==> src/rtl/gic_pkg.sv <==
// Overview of operation
// low id bit 5 flags reduced mii
// low id bit 4 flags full mii
// low id bit 3 flags integrated phy
// low id bits 2:0 die revision count
// low bits 7:6, high bit 2 reserved
// high id bits 7:5 ports minus one
// high id bit 4 flags line interface
// high id bit 3 flags framer
// high id bit 1 flags encapsulation
// high id bit 0 flags inverse mux
// writes to id registers are ignored
// control bit 0 resets all but itself
// irq pin low active, idle per bit 1
// control bit 2 holds ref clock low
package gic_pkg;

	localparam int ADDR_W = 8;
	localparam int DATA_W = 32;

	// register indices; byte address is four times the index
	localparam logic [5:0] IDX_ID_LOW  = 6'h00;
	localparam logic [5:0] IDX_ID_HIGH = 6'h01;
	localparam logic [5:0] IDX_CTRL    = 6'h02;

	// low identification fields
	localparam int LO_REV_LSB   = 0;
	localparam int LO_PHY_BIT   = 3;
	localparam int LO_MII_BIT   = 4;
	localparam int LO_RMII_BIT  = 5;
	localparam int LO_RSV_LO    = 6;
	localparam int LO_RSV_HI    = 7;

	// high identification fields
	localparam int HI_IMUX_BIT  = 0;
	localparam int HI_ENC_BIT   = 1;
	localparam int HI_RSV_BIT   = 2;
	localparam int HI_FRM_BIT   = 3;
	localparam int HI_LIU_BIT   = 4;
	localparam int HI_PORTS_LSB = 5;

	// control fields
	localparam int CTL_RST_BIT  = 0;
	localparam int CTL_IDLE_BIT = 1;
	localparam int CTL_REF_BIT  = 2;
	localparam logic [2:0] CTL_RESET_VAL = 3'h0;

	// soft reset minimum width
	localparam int CLK_PERIOD_NS = 40;
	localparam int RST_MIN_NS    = 100;
	localparam int RST_MIN_CYC   = (RST_MIN_NS + CLK_PERIOD_NS - 1) / CLK_PERIOD_NS;

endpackage

==> src/rtl/gic_regs.sv <==
// Implementation choice: the APB slave port.
`timescale 1ns/1ns
module gic_regs #(
	// capability straps; values are arbitrary build choices
	parameter logic       RMII_PRESENT  = 1'b1,
	parameter logic       MII_PRESENT   = 1'b1,
	parameter logic       PHY_PRESENT   = 1'b1,
	parameter logic [2:0] DIE_REV       = 3'h1,
	parameter logic [2:0] PORTS_MINUS1  = 3'h0,
	parameter logic       LIU_PRESENT   = 1'b1,
	parameter logic       FRAMER_PRESENT = 1'b1,
	parameter logic       ENC_PRESENT   = 1'b1,
	parameter logic       IMUX_PRESENT  = 1'b0
) (
	// clock, reset, enable
	input  wire logic                        pclk,
	input  wire logic                        presetn,
	input  wire logic                        pce,
	// apb slave
	input  wire logic                        psel,
	input  wire logic                        penable,
	input  wire logic                        pwrite,
	input  wire logic [gic_pkg::ADDR_W-1:0]  paddr,
	input  wire logic [gic_pkg::DATA_W-1:0]  pwdata,
	output logic      [gic_pkg::DATA_W-1:0]  prdata,
	output logic                             pready,
	output logic                             pslverr,
	// datapath soft reset
	output logic                             soft_reset,
	// interrupt pin, driven low when active
	input  wire logic                        irq_active,
	output logic                             irq_n_out,
	output logic                             irq_n_oe,
	// reference clock output
	input  wire logic                        ref_clk_src,
	output logic                             ref_clk_out
);
	import gic_pkg::*;

	typedef struct packed {
		logic [2:0]        ctrl;
		logic [1:0]        rst_cnt;
		logic              loaded;
		logic [DATA_W-1:0] rdata;
		logic              irq_n;
		logic              irq_oe;
		logic              ref_out;
	} gic_state_type;

	gic_state_type st_r;
	gic_state_type st_nxt;

	////////////////////////////////////////////////////////////////////////

	function automatic logic hit(input logic [ADDR_W-1:0] a, input logic [5:0] idx);
		hit = (a[1:0] == 2'h0) && (a[ADDR_W-1:2] == idx);
	endfunction

	logic [7:0] id_low;
	logic [7:0] id_high;
	logic       mapped;
	logic       acc;
	logic       wr_take;

	always_comb begin
		id_low                  = 8'h00;
		id_low[LO_RMII_BIT]     = RMII_PRESENT;
		id_low[LO_MII_BIT]      = MII_PRESENT;
		id_low[LO_PHY_BIT]      = PHY_PRESENT;
		id_low[LO_REV_LSB+:3]   = DIE_REV;
		id_high                 = 8'h00;
		id_high[HI_PORTS_LSB+:3] = PORTS_MINUS1;
		id_high[HI_LIU_BIT]     = LIU_PRESENT;
		id_high[HI_FRM_BIT]     = FRAMER_PRESENT;
		id_high[HI_ENC_BIT]     = ENC_PRESENT;
		id_high[HI_IMUX_BIT]    = IMUX_PRESENT;
	end

	assign mapped  = hit(paddr, IDX_ID_LOW) || hit(paddr, IDX_ID_HIGH)
		|| hit(paddr, IDX_CTRL);
	assign acc     = psel && penable;
	// read data is captured a cycle ahead so prdata comes from a flop
	assign pready  = pce && st_r.loaded;
	assign pslverr = acc && pready && !mapped;
	assign wr_take = acc && pready && pwrite && mapped;

	////////////////////////////////////////////////////////////////////////

	always_comb begin
		st_nxt = st_r;
		if (psel && !st_r.loaded) begin
			st_nxt.loaded = 1'b1;
			st_nxt.rdata  = '0;
			if (hit(paddr, IDX_ID_LOW)) begin
				st_nxt.rdata[7:0] = id_low;
			end else if (hit(paddr, IDX_ID_HIGH)) begin
				st_nxt.rdata[7:0] = id_high;
			end else if (hit(paddr, IDX_CTRL)) begin
				st_nxt.rdata[2:0] = st_r.ctrl;
			end
		end
		if (acc && st_r.loaded) begin
			st_nxt.loaded = 1'b0;
		end
		// id writes fall through with no effect
		if (wr_take && hit(paddr, IDX_CTRL)) begin
			st_nxt.ctrl = pwdata[2:0];
		end
		// while the reset bit stands, the other control bits hold default
		if (st_nxt.ctrl[CTL_RST_BIT]) begin
			st_nxt.ctrl[CTL_REF_BIT]  = CTL_RESET_VAL[CTL_REF_BIT];
			st_nxt.ctrl[CTL_IDLE_BIT] = CTL_RESET_VAL[CTL_IDLE_BIT];
		end
		// stretch so the datapath sees the minimum width even on a short pulse
		if (st_nxt.ctrl[CTL_RST_BIT]) begin
			st_nxt.rst_cnt = 2'(RST_MIN_CYC);
		end else if (st_r.rst_cnt != 2'h0) begin
			st_nxt.rst_cnt = st_r.rst_cnt - 2'h1;
		end
		st_nxt.irq_n  = !irq_active;
		st_nxt.irq_oe = irq_active || !st_r.ctrl[CTL_IDLE_BIT];
		st_nxt.ref_out = ref_clk_src && !st_r.ctrl[CTL_REF_BIT];
	end

	always_ff @(posedge pclk or negedge presetn) begin
		if (!presetn) begin
			st_r         <= '0;
			st_r.ctrl    <= CTL_RESET_VAL;
			st_r.irq_n   <= 1'b1;
			st_r.irq_oe  <= 1'b1;
		end else if (pce) begin
			st_r <= st_nxt;
		end
	end

	assign prdata      = st_r.rdata;
	assign soft_reset  = st_r.rst_cnt != 2'h0;
	assign irq_n_out   = st_r.irq_n;
	assign irq_n_oe    = st_r.irq_oe;
	assign ref_clk_out = st_r.ref_out;

	logic rd_lo;
	logic rd_hi;
	assign rd_lo = acc && pready && !pwrite && hit(paddr, IDX_ID_LOW);
	assign rd_hi = acc && pready && !pwrite && hit(paddr, IDX_ID_HIGH);

	// bus events the checks key on
	logic done;
	logic rd_ctl;
	logic wr_ctl;
	logic wr_id;
	assign done   = acc && pready;
	assign rd_ctl = done && !pwrite && hit(paddr, IDX_CTRL);
	assign wr_ctl = wr_take && hit(paddr, IDX_CTRL);
	assign wr_id  = done && pwrite && (hit(paddr, IDX_ID_LOW) || hit(paddr, IDX_ID_HIGH));
endmodule

==> config.mk <==
export PLATFORM = sky130hd
export DESIGN_NAME = gic_regs
export DESIGN_NICKNAME = d
export VERILOG_FILES = /design/src/rtl/gic_pkg.sv /design/src/rtl/gic_regs.sv
export SDC_FILE = /design/constraint.sdc
export NUM_CORES = 1
export LEC_CHECK = 0
export BUFFER_PORTS_ARGS = -buffer_cell sky130_fd_sc_hd__buf_2
export CORE_ASPECT_RATIO = 1.5
export CORE_MARGIN = 4
export CORE_UTILIZATION = 40
export CTS_CLUSTER_DIAMETER = 40
export DETAILED_ROUTE_END_ITERATION = 6
export GPL_TIMING_DRIVEN = 1
export PLACE_DENSITY = 0.85
export SYNTH_ARGS = -nofsm -noshare
export SYNTH_HDL_FRONTEND = slang
export SYNTH_SLANG_ARGS = --single-unit
==> constraint.sdc <==
create_clock -name pclk -period 3 [get_ports pclk]
set_input_delay 0.6 -clock pclk [delete_from_list [all_inputs] [get_ports pclk]]
set_output_delay 0.6 -clock pclk [all_outputs]
set_load 0.02 [all_outputs]
==> metrics <==
crit-path cells=buf_2 > or4_4 > nor3_1 > a21oi_1 > buf_2; share of the synthesized area in the top cell type=31.25%; Worst setup SP type=primary input; Yosys warning count=0; Num CTS Buffers=3; final setup TNS=0 ns; cell mode on critical path=buf_2; vias in the first global route=582; synthesized area=960.9 um2; Die H=68.03 um; Pins Over Slew Limit=0; Synth area leaders=dfrtp_1 (31%), buf_4 (25%), dfstp_2 (5.5%); max incr delay on CP=0.55 ns; critical-path maximum fanout=3; post-route ant nets=0; Static Leak=0.5561 nW; Syn Inst Count=104; Post-synth top cells=buf_4 (32), dfrtp_1 (12), nand2_1 (11); Seq pwr share=43.3%; die area=3267 um2; syn avg cell area=9.240 um2; wire length of the first global-routing pass=2394 um; largest net degree at the start of global routing=17; Hold WS=0.1957 ns; Comb pwr share=30.3%; beginning of the critical path=paddr[1]; # hold bufs at CTS=0; CP endpoint kind=primary output; Tcrit/Tclk final=80.26%; Worst Hold Class=in -> async; worst path bufs/invs=2; Total GRT Usage=10.23%; kind of critical path=in -> out; top-level I/O count=86; row cnt=21; Clock Pin Slew Worst Setup and Hold Paths=0.09 ns; Synth area leader=dfrtp_1; Post-synth EDFFs=0; Total Routed Length=1642 um; Worst VDD drop=0.3122 mV; Final Util=45.24%; Worst Path Required=2.40 ns; share of cells above drive strength 1=30.23%; outcome=finished clean; FF+latch count, synth=14; number of fill cells=218; Synth Flop Type=dfrtp_1; routability cong.=0.7506; CTS tree=yes; Clk pwr share=26.4%; Port Buffer Count=30; gr ovfl total=0; vias per cell=4.507; Pwr Density=496.0 nW/um2; sw frac=34.69%; Die X=48.02 um; most frequent cell after synthesis=buf_4; number of setup buffers added after CTS=0; First-pass DRT Iterations=2; maximum clock rate=415.3 MHz; Clock H-tree levels=1; Clock Tree Buf Depth=2; WL/cell=10.80 um; clk_lat worst skew=0.28 ns; initial antenna violation count=0; Initial DRC Count=1; Slowest cell on crit path=or4_4; Root Driver=clkbuf_4; PostCTS Resize Cnt=0; Worst R2R Start=st_r[35]$_DFFE_PN0P_; Clock Sink Count=14; n_diodes=0; NumNets Final=179; CP Data Arrival Time=1.81 ns; Final Hold Vio Count=0; area of the core=2260 um2; Net Switching=0.1759 mW; routed via count=685; Clock Skew=0.006258 ns; area of the multi-input gates=431.7 um2; ys async rst share=100.0%; critical path's top delay family=simple AND/OR/NAND/NOR gates; min Tclk post-route=2.408 ns; final worst slack=0.5923 ns; Seq/Total Area, Yosys=36.72%; RSZ-0062 raised after global routing=false; Max Cap Violations=0; area delta synth->final=6.380%; post-DP HPWL=1402 um; Setup violations, final=0; post-place setup slack=0.5838 ns; P_int=0.3312 mW; DR DRC count=0; Synth cell types=29; Storage cell area=352.8 um2; Initial Utilization=42.52%
## cells in the final DEF (no fill, tap or decap), drive strengths merged, types with 2 or more instances in the layout
master / count
o21ai: 4
a22o: 3
conb: 26
nand2: 11
mux2i: 4
and2: 2
inv: 6
dfstp: 2
a21oi: 4
buf: 30
dfrtp: 12
o31ai: 3
nor2: 3
nand3b: 2
clkbuf: 4
## worst register-to-register path, stage by stage (launching register included)
cell	delay, ns
dfrtp_1	0.42
nand4_4	0.14
nor4_4	0.39
mux2i_1	0.28
a21oi_1	0.09
## routing by layer
metal,vias to the layer above,wire length (um),GRT usage (%)
met1,305,552,10.26
met5,-,0,0
met3,4,204,2.105
met2,36,854,18.21
met4,0,30,6.061
li1,340,-,-
## through the flow
| stage | area, um2 | cells | total power [mW] |
|---|---|---|---|
| global placement | 985.9 | 148 | 0.3691 |
| floorplan | 1055 | 129 | 0.3590 |
| CTS | 1022 | 152 | 0.5131 |
| detailed placement | 985.9 | 148 | 0.3777 |
| global route | 1022 | 152 | 0.5503 |
| finish | 1022 | 152 | 0.5070 |
## power groups by stage
stage	sequential, mW	clock, mW	combinational [mW]
floorplan	0.225	0	0.134
global placement	0.222	0	0.147
detailed placement	0.224	0	0.154
CTS	0.220	0.139	0.155
global route	0.223	0.149	0.178
finish	0.220	0.134	0.153
## state kept, by name, summed over array words and instances (netlist names)
signal / count
ref_clk_out: 1
irq_n_oe: 1
st_r: 6
irq_n_out: 1
prdata: 5
## final cells by class
class / instances / area share, %
repair buffers: 30 / 14.69
multi-input cells: 75 / 42.23
clock buffers: 4 / 3.550
well taps: 23 / 2.815
flip-flops and latches: 14 / 34.52
inverters: 6 / 2.203
## logic make-up (layout without fill, tap and decap cells)
family	after synthesis	count (layout)	share of synthesized area, %
adders and majority gates	1	1	1.302
other	1	26	0.3903
and+or+nand+nor	28	28	18.49
muxes	4	4	4.167
AOI/OAI and AO/OA	16	16	10.81
DFF	14	14	36.72
buffers and inverters	40	40	28.13
## worst paths after layout
path                                               to  slack (ns)  cells past startpoint
worst max-delay path                          pslverr        0.59                      5
worst min-delay path             st_r[38]$_DFFE_PN0P_        0.20                      1
worst max register to register   st_r[37]$_DFFE_PN0P_        1.56                      4
worst min register to register  irq_n_out$_DFFE_PN1P_        0.47                      2
max in group asynchronous       irq_n_out$_DFFE_PN1P_        2.51                      1
min in group pclk               irq_n_out$_DFFE_PN1P_        0.47                      2
Note: power is estimated with default switching activity, not from simulation.
